**config.mk**
```make
export PLATFORM = sky130hd
export DESIGN_NAME = tmr_cmp_irq
export DESIGN_NICKNAME = d
export VERILOG_FILES = /design/src/hw/tmr_pkg.sv /design/src/hw/tmr_cmp_unit.sv /design/src/hw/tmr_flag_cell.sv /design/src/hw/tmr_cmp_irq.sv
export SDC_FILE = /design/constraint.sdc
export NUM_CORES = 1
export LEC_CHECK = 0
export BUFFER_PORTS_ARGS = -buffer_cell sky130_fd_sc_hd__buf_2
export CAP_MARGIN = 20
export CORE_ASPECT_RATIO = 1.4
export CORE_MARGIN = 3
export CORE_UTILIZATION = 42
export DETAILED_ROUTE_END_ITERATION = 12
export PLACE_DENSITY = 0.74
export SLEW_MARGIN = 15
export SYNTH_ARGS = -nofsm -noshare
export SYNTH_HDL_FRONTEND = slang
export SYNTH_SLANG_ARGS = --single-unit
```
**constraint.sdc**
```tcl
create_clock -name ref_clk -period 1.52 [get_ports ref_clk]
set_clock_uncertainty 0.2 [all_clocks]
set_input_delay 0.304 -clock ref_clk [delete_from_list [all_inputs] [get_ports ref_clk]]
set_output_delay 0.304 -clock ref_clk [all_outputs]
set_load 0.01 [all_outputs]
```
**src/hw/tmr_pkg.sv**
```systemverilog
// package for the 8-bit timer compare and interrupt-flag block
// assumes: one 10 MHz clock, synchronous active-high reset, avalon-mm register access
package tmr_pkg;

  // register word indices; byte address is four times the index
  localparam logic [7:0] IDX_FLAGS = 8'h38;  // flag register
  localparam logic [7:0] IDX_MASK  = 8'h39;  // interrupt mask register
  localparam logic [7:0] IDX_CMP_A = 8'h3a;  // compare value a
  localparam logic [7:0] IDX_CMP_B = 8'h3b;  // compare value b
  localparam logic [7:0] IDX_CTRL  = 8'h3c;  // mode and force strobes

  // bit positions shared by flag and mask registers
  localparam int BIT_OVF   = 0;
  localparam int BIT_CMP_A = 1;
  localparam int BIT_CMP_B = 2;
  // control register fields
  localparam int BIT_MODE_LO = 0;
  localparam int BIT_FORCE_B = 6;
  localparam int BIT_FORCE_A = 7;

  // reset values
  localparam logic [2:0] RST_IRQ3  = 3'h0;
  localparam logic [7:0] RST_BYTE  = 8'h00;
  localparam logic [2:0] RST_MODE  = 3'h0;

  // counter landmarks
  localparam logic [7:0] CNT_MAX    = 8'hff;
  localparam logic [7:0] CNT_BOTTOM = 8'h00;

  // waveform generation modes
  typedef enum logic [2:0] {
    MODE_NORMAL = 3'h0,
    MODE_PC_FF  = 3'h1,
    MODE_CTC    = 3'h2,
    MODE_FAST   = 3'h3,
    MODE_RSV4   = 3'h4,
    MODE_PC_A   = 3'h5,
    MODE_RSV6   = 3'h6,
    MODE_FAST_A = 3'h7
  } tmr_mode_type;

  // three interrupt sources, same layout as the low flag bits
  typedef struct packed {
    logic cmp_b;
    logic cmp_a;
    logic ovf;
  } tmr_irq3_type;

  // counter side inputs
  typedef struct packed {
    logic [7:0] value;  // counter_value
    logic       tick;   // one-cycle timer clock enable
    logic       wr;     // software wrote counter_value this cycle
  } tmr_cnt_type;

endpackage : tmr_pkg

```
**src/hw/tmr_cmp_unit.sv**
```systemverilog
// one compare channel: equality, write blocking and the match event
// assumes: tick and wr are one-cycle pulses synchronous to ref_clk
`timescale 1ns/10ps
`default_nettype none
module tmr_cmp_unit (
  input  wire logic            ref_clk,    // system clock
  input  wire logic            rst,        // sync reset, active high
  input  wire tmr_pkg::tmr_cnt_type cnt,   // counter side
  input  wire logic [7:0]      cmp_value,  // compare value
  output logic                 match_evt   // registered one-cycle match pulse
);

  logic blk_ff;      // match suppressed until next tick
  logic evt_ff;      // registered event
  wire  equal_w = (cnt.value == cmp_value);          // continuous compare
  wire  fire_w  = cnt.tick & equal_w & ~blk_ff;       // allowed match

  // a counter write arms the block; the next tick consumes it
  always_ff @(posedge ref_clk) begin
    if (rst) begin
      blk_ff <= 1'b0;
      evt_ff <= 1'b0;
    end else begin
      blk_ff <= cnt.wr | (blk_ff & ~cnt.tick);
      evt_ff <= fire_w;
    end
  end

  assign match_evt = evt_ff;
endmodule : tmr_cmp_unit
`default_nettype wire

```
**src/hw/tmr_flag_cell.sv**
```systemverilog
// one sticky interrupt flag with write-one and vector-ack clear
// assumes: all inputs synchronous to ref_clk
`timescale 1ns/10ps
`default_nettype none
module tmr_flag_cell (
  input  wire logic ref_clk,   // system clock
  input  wire logic rst,       // sync reset, active high
  input  wire logic set_evt,   // hardware event
  input  wire logic sw_clr,    // software wrote one
  input  wire logic vec_ack,   // vector executed
  input  wire logic irq_en,    // mask bit
  input  wire logic gie,       // global interrupt enable
  output logic      flag,      // flag state
  output logic      irq        // request
);

  logic flag_ff;
  // set beats any clear so an event is never dropped
  wire nxt_flag = set_evt | (flag_ff & ~(sw_clr | vec_ack));

  always_ff @(posedge ref_clk) begin
    if (rst) flag_ff <= 1'b0;
    else     flag_ff <= nxt_flag;
  end

  assign flag = flag_ff;
  assign irq  = flag_ff & irq_en & gie;
endmodule : tmr_flag_cell
`default_nettype wire

```
**src/hw/tmr_cmp_irq.sv**
```systemverilog
// top of the timer compare-match and interrupt-flag block with avalon-mm slave
// assumes: counter, prescaler and waveform generator sit outside; their
// tick, write and value arrive synchronous to ref_clk; vector acks are pulses
`timescale 1ns/10ps
`default_nettype none
// Function
// - compare value a matched with counter continuously
// - compare value b matched with counter continuously
// - mask and flag bits 7..3 read zero
// - mask bit 2 enables compare b interrupt
// - mask bit 1 enables compare a interrupt
// - mask bit 0 enables overflow interrupt
// - flag bit 2 set on compare b match
// - compare b flag cleared by vector
// - writing one clears compare b flag
// - flag bit 1 set on compare a match
// - compare a flag cleared by vector or write-one
// - flag bit 0 set on counter overflow
// - overflow flag cleared by vector or write-one
// - overflow point depends on waveform mode
// - request needs global enable, mask, flag
// - overflow at max, bottom or top by mode
// - counter write suppresses next-tick compare match
// - force strobe moves output in normal or ctc mode only, sets no flag
module tmr_cmp_irq (
  input  wire logic              ref_clk,           // 10 mhz system clock
  input  wire logic              rst,               // sync reset, active high
  // avalon-mm slave, byte address
  input  wire logic [9:0]        avs_address,
  input  wire logic              avs_read,
  input  wire logic              avs_write,
  input  wire logic [31:0]       avs_writedata,
  input  wire logic [3:0]        avs_byteenable,
  output logic [31:0]            avs_readdata,
  output logic                   avs_waitrequest,
  // counter side
  input  wire tmr_pkg::tmr_cnt_type counter_in,     // value, tick, write
  // interrupt controller side
  input  wire logic              gie,               // cpu_status_reg global enable
  input  wire tmr_pkg::tmr_irq3_type vec_ack,       // vector executed pulses
  output tmr_pkg::tmr_irq3_type  irq_req,           // interrupt requests
  // waveform generator side
  output logic                   wave_out_a,        // match or forced event a
  output logic                   wave_out_b,        // match or forced event b
  output logic [2:0]             waveform_mode      // current mode
);

  // software registers
  logic [2:0] mask_ff;            // interrupt enables
  logic [7:0] cmp_a_ff;           // compare_value_a
  logic [7:0] cmp_b_ff;           // compare_value_b
  logic [2:0] mode_ff;            // waveform_mode
  logic       force_a_ff;         // force_cmp_a_strobe, one cycle
  logic       force_b_ff;         // force strobe for channel b
  logic       ovf_evt_ff;         // registered overflow event
  logic       wave_a_ff;          // registered wave event a
  logic       wave_b_ff;          // registered wave event b
  logic       ack_ff;             // bus answer cycle
  logic [31:0] rdata_ff;          // read data hold

  tmr_pkg::tmr_irq3_type flags_w; // flag states
  tmr_pkg::tmr_irq3_type irq_w;   // request per source
  logic       match_a;            // compare a event
  logic       match_b;            // compare b event

  // bus decode: one wait state, answer in the second cycle
  // unmapped indices fall through to zero and write nothing
  wire        req_w     = avs_read | avs_write;
  wire [7:0]  idx_w     = avs_address[9:2];
  wire        wr_acc_w  = avs_write & ack_ff & avs_byteenable[0];
  wire        wr_flags  = wr_acc_w & (idx_w == tmr_pkg::IDX_FLAGS);
  wire        wr_mask   = wr_acc_w & (idx_w == tmr_pkg::IDX_MASK);
  wire        wr_cmp_a  = wr_acc_w & (idx_w == tmr_pkg::IDX_CMP_A);
  wire        wr_cmp_b  = wr_acc_w & (idx_w == tmr_pkg::IDX_CMP_B);
  wire        wr_ctrl   = wr_acc_w & (idx_w == tmr_pkg::IDX_CTRL);
  wire [7:0]  wbyte     = avs_writedata[7:0];

  // force strobes only act in the non-pwm modes
  wire        non_pwm_w = (mode_ff == tmr_pkg::MODE_NORMAL) |
                          (mode_ff == tmr_pkg::MODE_CTC);

  // readdata is loaded in the wait cycle from this mux
  // read mux; reserved and unmapped bits read zero
  wire [7:0] rd_byte_w =
    (idx_w == tmr_pkg::IDX_FLAGS) ? {5'h00, flags_w}  :
    (idx_w == tmr_pkg::IDX_MASK)  ? {5'h00, mask_ff}  :
    (idx_w == tmr_pkg::IDX_CMP_A) ? cmp_a_ff          :
    (idx_w == tmr_pkg::IDX_CMP_B) ? cmp_b_ff          :
    (idx_w == tmr_pkg::IDX_CTRL)  ? {5'h00, mode_ff}  :   // strobes read zero
                                    8'h00;

  // overflow point chosen by waveform mode; reserved modes never overflow
  // top in mode 7 follows compare value a, so a rewrite moves it at once
  // software that selects mode 4 or 6 simply never sees an overflow flag
  wire at_max_w    = (counter_in.value == tmr_pkg::CNT_MAX);
  wire at_bottom_w = (counter_in.value == tmr_pkg::CNT_BOTTOM);
  wire at_top_a_w  = (counter_in.value == cmp_a_ff);
  logic ovf_pt_w;
  always_comb begin
    unique case (tmr_pkg::tmr_mode_type'(mode_ff))
      tmr_pkg::MODE_NORMAL, tmr_pkg::MODE_CTC,
      tmr_pkg::MODE_FAST:   ovf_pt_w = at_max_w;
      tmr_pkg::MODE_PC_FF,
      tmr_pkg::MODE_PC_A:   ovf_pt_w = at_bottom_w;
      tmr_pkg::MODE_FAST_A: ovf_pt_w = at_top_a_w;
      tmr_pkg::MODE_RSV4,
      tmr_pkg::MODE_RSV6:   ovf_pt_w = 1'b0;
    endcase
  end
  wire nxt_ovf_evt = counter_in.tick & ovf_pt_w;

  // bus handshake: waitrequest drops one cycle after a request appears
  // the fixed wait state lets read data come from a flop, not the mux;
  // the cost is two cycles per access, even back to back
  always_ff @(posedge ref_clk) begin
    if (rst) begin
      ack_ff   <= 1'b0;
      rdata_ff <= 32'h0000_0000;
    end else begin
      ack_ff   <= req_w & ~ack_ff;
      if (avs_read & ~ack_ff) rdata_ff <= {24'h00_0000, rd_byte_w};
    end
  end
  assign avs_waitrequest = req_w & ~ack_ff;
  assign avs_readdata    = rdata_ff;

  // software-written registers; upper mask bits dropped on write
  // byte lane zero gates every write; the other lanes carry nothing
  always_ff @(posedge ref_clk) begin
    if (rst) begin
      mask_ff  <= tmr_pkg::RST_IRQ3;
      cmp_a_ff <= tmr_pkg::RST_BYTE;
      cmp_b_ff <= tmr_pkg::RST_BYTE;
      mode_ff  <= tmr_pkg::RST_MODE;
    end else begin
      if (wr_mask)  mask_ff  <= wbyte[2:0];
      if (wr_cmp_a) cmp_a_ff <= wbyte;
      if (wr_cmp_b) cmp_b_ff <= wbyte;
      if (wr_ctrl)  mode_ff  <= wbyte[tmr_pkg::BIT_MODE_LO +: 3];
    end
  end

  // strobes and wave events; a forced compare reaches only the wave path
  // the strobe is gated by the mode already held, not the one being written
  always_ff @(posedge ref_clk) begin
    if (rst) begin
      force_a_ff <= 1'b0;
      force_b_ff <= 1'b0;
      ovf_evt_ff <= 1'b0;
      wave_a_ff  <= 1'b0;
      wave_b_ff  <= 1'b0;
    end else begin
      force_a_ff <= wr_ctrl & wbyte[tmr_pkg::BIT_FORCE_A] & non_pwm_w;
      force_b_ff <= wr_ctrl & wbyte[tmr_pkg::BIT_FORCE_B] & non_pwm_w;
      ovf_evt_ff <= nxt_ovf_evt;
      wave_a_ff  <= match_a | force_a_ff;
      wave_b_ff  <= match_b | force_b_ff;
    end
  end

  // wave outputs are one-cycle events; the generator decides the pin level
  assign wave_out_a    = wave_a_ff;
  assign wave_out_b    = wave_b_ff;
  assign waveform_mode = mode_ff;

  // compare channels
  // both channels see the same counter write, so both skip the next tick
  tmr_cmp_unit u_cmp_a (
    .ref_clk   (ref_clk),
    .rst       (rst),
    .cnt       (counter_in),
    .cmp_value (cmp_a_ff),
    .match_evt (match_a)
  );
  tmr_cmp_unit u_cmp_b (
    .ref_clk   (ref_clk),
    .rst       (rst),
    .cnt       (counter_in),
    .cmp_value (cmp_b_ff),
    .match_evt (match_b)
  );

  // flag cells: ovf, a, b in package bit order
  // each clears on its vector ack or a write-one; a same-cycle set survives
  tmr_flag_cell u_flag_ovf (
    .ref_clk (ref_clk),
    .rst     (rst),
    .set_evt (ovf_evt_ff),
    .sw_clr  (wr_flags & wbyte[tmr_pkg::BIT_OVF]),
    .vec_ack (vec_ack.ovf),
    .irq_en  (mask_ff[tmr_pkg::BIT_OVF]),
    .gie     (gie),
    .flag    (flags_w.ovf),
    .irq     (irq_w.ovf)
  );
  tmr_flag_cell u_flag_a (
    .ref_clk (ref_clk),
    .rst     (rst),
    .set_evt (match_a),
    .sw_clr  (wr_flags & wbyte[tmr_pkg::BIT_CMP_A]),
    .vec_ack (vec_ack.cmp_a),
    .irq_en  (mask_ff[tmr_pkg::BIT_CMP_A]),
    .gie     (gie),
    .flag    (flags_w.cmp_a),
    .irq     (irq_w.cmp_a)
  );
  tmr_flag_cell u_flag_b (
    .ref_clk (ref_clk),
    .rst     (rst),
    .set_evt (match_b),
    .sw_clr  (wr_flags & wbyte[tmr_pkg::BIT_CMP_B]),
    .vec_ack (vec_ack.cmp_b),
    .irq_en  (mask_ff[tmr_pkg::BIT_CMP_B]),
    .gie     (gie),
    .flag    (flags_w.cmp_b),
    .irq     (irq_w.cmp_b)
  );

  // requests need global enable, mask bit and flag together
  // nothing is latched here: dropping gie removes every request at once
  assign irq_req = irq_w;
endmodule : tmr_cmp_irq
`default_nettype wire

```
# Word level (Yosys, flattened, before mapping)
# Cells that the tools add are included.
[totals] ff_bits=43
[classes] n_eq_ne=15 mux=6 bitwise_logic=51 n_reduce_logical=5
[op_table] cell="$eq A8 B6 Y1 const B" n=5
[op_table] cell="$and A1 B1 Y1" n=32
[op_table] cell="$mux W8" n=4
[op_table] cell="$eq A8 B8 Y1" n=2
[op_table] cell="$eq A3 B3 Y1 const B" n=4
[op_table] cell="$or A1 B1 Y1" n=12
[op_table] cell="$eq A8 B8 Y1 const B" n=1
[op_table] cell="$logic_not A8 Y1" n=1
[op_table] cell="$not A1 Y1" n=7
[op_table] cell="$eq A3 B2 Y1 const B" n=2
[op_table] cell="$pmux W1 S4" n=1
[op_table] cell="$reduce_or A2 Y1" n=2
[op_table] cell="$eq A3 B1 Y1 const B" n=1
[op_table] cell="$logic_not A3 Y1" n=1
[op_table] cell="$mux W3" n=1
[op_table] cell="$reduce_or A3 Y1" n=1

# Longest topological paths before layout
[depth] word_depth=8 mapped_depth=6 mapped_depth_nobuf=4

# Modules after synthesis
# A second synthesis with hierarchy kept.
[hier_totals] hier_cells=273 hier_area_um2=2363.5
[modules_own_cells] module="tmr_cmp_irq" n_inst=1 cells_per_inst=224 area_per_inst_um2=1926.8
[modules_own_cells] module="tmr_cmp_unit" n_inst=2 cells_per_inst=17 area_per_inst_um2=152.6
[modules_own_cells] module="tmr_flag_cell" n_inst=3 cells_per_inst=5 area_per_inst_um2=43.8

# Worst setup path after synthesis
# No wires, ideal clock.
[synth_timing] path_kind="input port to flip-flop" startpoint="input port avs_address[8]" endpoint="register mask_ff[2]" setup_ns=0.128 t_arrival_ns=1.175 required_ns=1.192 slack_ns=0.018 path_stages=5 cell_sequence="and4bb_4 > and4_1 > buf_4 > mux2i_1 > nor2_1"
[synth_between] elab_chain_cells=2
[synth_rtl] item="from (decl)" line_no="tmr_cmp_irq.sv:29" rtl="input wire logic [9:0] avs_address,"
[synth_rtl] item="$eq A8 B6 Y1" line_no="tmr_cmp_irq.sv:72" rtl="wire wr_mask = wr_acc_w & (idx_w == tmr_pkg::IDX_MASK);"
[synth_rtl] item="$and A1 B1 Y1" line_no="tmr_cmp_irq.sv:72"
[synth_rtl] item="to (signal assigned)" line_no="tmr_cmp_irq.sv:131" rtl="mask_ff <= tmr_pkg::RST_IRQ3;"
[synth_rtl] item="to (signal assigned)" line_no="tmr_cmp_irq.sv:136" rtl="if (wr_mask) mask_ff <= wbyte[2:0];"
[synth_rtl] item="to (decl)" line_no="tmr_cmp_irq.sv:49" rtl="logic [2:0] mask_ff;"
# Every way passes these cells.
# A chain may end at the register's enable or synchronous reset.

# Worst setup path after layout
[layout_timing] startpoint="register cmp_a_ff[4]" endpoint="register ovf_evt_ff"
[layout_between] elab_chain_cells=3
[layout_rtl] item="from (decl)" line_no="tmr_cmp_irq.sv:50" rtl="logic [7:0] cmp_a_ff;"
[layout_rtl] item="from (signal assigned)" line_no="tmr_cmp_irq.sv:132" rtl="cmp_a_ff <= tmr_pkg::RST_BYTE;"
[layout_rtl] item="from (signal assigned)" line_no="tmr_cmp_irq.sv:137" rtl="if (wr_cmp_a) cmp_a_ff <= wbyte;"
[layout_rtl] item="$eq A8 B8 Y1" line_no="tmr_cmp_irq.sv:97" rtl="wire at_top_a_w = (counter_in.value == cmp_a_ff);"
[layout_rtl] item="$pmux W1 S4" line_no="tmr_cmp_irq.sv:100" rtl="unique case (tmr_pkg::tmr_mode_type'(mode_ff))"
[layout_rtl] item="$and A1 B1 Y1" line_no="tmr_cmp_irq.sv:110" rtl="wire nxt_ovf_evt = counter_in.tick & ovf_pt_w;"
[layout_rtl] item="to (signal assigned)" line_no="tmr_cmp_irq.sv:155" rtl="ovf_evt_ff <= nxt_ovf_evt;"
[layout_rtl] item="to (decl)" line_no="tmr_cmp_irq.sv:55" rtl="logic ovf_evt_ff;"
# Every way passes these cells.

==> impl_metrics.toml <==
[run_status]
status = "complete, no violations"

[power_and_ir_drop]
finalPower_mw = 2.45
power.density_nw_per_um2 = 840
peakVddDrop_uv = 648
leakage_nw = 1.47

[floorplanning]
start_util_pct = 43.5
core-area_um2 = 5200
rows = 31
num_io_pins = 105
die_w_um = 68.0
die_area_um2 = 6310
die_y_um = 92.8

[worst_setup_path]
worstPathCellList = "xnor2_1, nand4_1, or4_4, o22ai_2"
critPathArrivalTime_ps = 1550
cp.required_ps = 1550
path_class = "reg2reg"
cpLargestDelayFamily = "simple AND/OR/NAND/NOR gates"
cp_max_fo = 2
endpoint_kind = "flip-flop"
cpPeakStageDelay_ps = 510
cp_slowest_cell = "or4_4"
worstSetupStartpointType = "flip-flop"
crit_buf_inv = 0

[routing]
ant_nets = 0
vias_per_cell = 4.91
drcViolationCount = 0
routed-via-count = 1907
wl_per_cell_um = 13.9
wl_um = 5390
drt_pre_antenna_iters = 4
drt_iter0_markers = 58

[placed_design]
port_buffers = 51
post-place-ws_ps = -207
placed_cell_area_um2 = 2680
dp_hpwl_um = 4220
gp_congestion = 0.830

[synthesis]
netlist_instances = 243
ys_ff_latch = 43
synth_area_leader_cell = "dfxtp_1"
ys_seq_area_share_pct = 38.1
synthTopCellsByArea = "dfxtp_1 38%, buf_4 10%, mux2i_1 8.4%, nor2_1 6.5%, xnor2_1 3.9%"
ys.flop_type = "dfxtp_1"
netlist_area_um2 = 2260
avgSynthCellArea_um2 = 9.29
synth_cell_types = 36
yosys_warnings = 0
synth-edff-count = 0
async_reset_ff_share_pct = 0
synth_top_area_share_pct = 38.1

[finish]
num_antenna_cells = 0
syn_to_final_growth_pct = 29.1
final_nets = 385
multi_input_area_um2 = 1260
final_common_cell = "buf_2"
drive_gt1_share_pct = 39.1
post-route-util_pct = 56.1
fillers = 497
mostFrequentLayoutCells = "51 x buf_2, 38 x nor2_1, 33 x dfxtp_1, 30 x buf_4, 24 x conb_1"
layout.area.seq_um2 = 873
final_area_um2 = 2920

[grt]
grt_pass1_wl_um = 8560
track_usage_pct = 18.2
grt_max_degree = 22
grt_pass1_vias = 1854
antenna_found_initial = 0
grt_overflow = 0

[cts]
clk_pin_slew_ps = 80
numClockSinks = 43
htree_num_levels = 2
cts_hold_buf = 0
clk_path_buf_depth = 2
clk_latency_ps = 310
tritoncts = "done"
clock-root-buffer = "clkbuf_8"
cts_buffers = 5

[job]
maxCapViolCount = 0

[sta]
rsz0062_at_grt = "true"
setup_slack_ps = 2.86
hold_viol_final = 0
slew_violations = 0
finalCritPeriodShare_pct = 99.8
setup_viol_count_final = 0
fmax_mhz = 659
period_needed_ps = 1520
finalSetupTns_ps = 0

[worst_hold_path]
hold_path.class = "in2reg"
[registers in the layout, summed over array words and instances, names as in the netlist, 3 cells and up]
| signal | flops |
|---|---|
| avs_readdata | 8 |
| cmp_a_ff | 8 |
| cmp_b_ff | 8 |
| mask_ff | 3 |
| waveform_mode | 3 |
[report_power, final]
group	internal, mW	switching [mW]	total, mW
registers	1.13	0.00340	1.13
clock network	0.655	0.401	1.06
logic	0.115	0.144	0.259
[repair_timing]
| action | 4_1_cts | 5_1_grt |
|---|---|---|
| pin swaps | 7 | 9 |
| gates resized for setup | 7 | 14 |
| setup buffers | 2 | 0 |
| setup endpoints to repair | 17 | 22 |
[cells by family after synthesis]
| family | synth area share [%] |
|---|---|
| simple gates | 22.4 |
| buf+inv | 12.5 |
| flops | 38.1 |
| mux | 13.9 |
| compound gates | 6.70 |
| xor+xnor | 6.20 |
| other cells | 0.166 |
[through the flow]
step / instances / hold WS [ps]
CTS: 388 / 10.9
detailed placement: 378 / 203
global placement: 378 / 199
finish: 388 / 21.7
global route: 388 / 30.9
floorplan: 266 / 190
[path summary, 6_finish.rpt]
check	startpoint	to	slack, ps	cells past startpoint
max	cmp_a_ff[4]$_SDFFE_PP0P_	ovf_evt_ff$_SDFF_PP0_	3	4
min	counter_in[0]	u_cmp_b.blk_ff$_SDFF_PP0_	20	3
max reg2reg	cmp_a_ff[4]$_SDFFE_PP0P_	ovf_evt_ff$_SDFF_PP0_	3	4
min reg2reg	u_cmp_a.blk_ff$_SDFF_PP0_	u_cmp_a.match_evt$_SDFF_PP0_	210	1
[cell type report]
cell class | count | area share [%]
multi-input cells | 179 | 43.3
flip-flops and latches | 43 | 30.0
inverters | 8 | 1.03
well taps | 66 | 2.83
repair buffers | 84 | 18.2
clock buffers | 5 | 2.36
clock inverters | 3 | 2.32
[cell usage after synthesis, types with 3 or more instances]
cell,n
a21oi_1,8
a22oi_1,5
a32oi_1,3
and3_1,8
buf_4,31
clkbuf_1,4
dfxtp_1,43
inv_1,8
mux2_2,5
mux2i_1,19
mux4_2,3
nand2_1,9
nand2b_1,3
nand3_1,7
nand4_1,3
nor2_1,39
nor2b_1,4
nor4_1,4
o31a_1,3
xnor2_1,10
xor2_1,6
[worst reg2reg max path, stage by stage, from the launching register on]
cell and delay, ps:
dfxtp_2 330, xnor2_1 160, nand4_1 130, or4_4 510
o22ai_2 120
[routing by layer]
layer,wire [um],global-route usage [%],share of wire (%),up-vias
li1,-,-,-,944
met1,2120,19.7,39,891
met2,2860,32.3,53,63
met3,297,4.37,5.5,9
met4,107,7.79,2.0,0
met5,0,0,0,-
(Power assumes the default switching activity.)
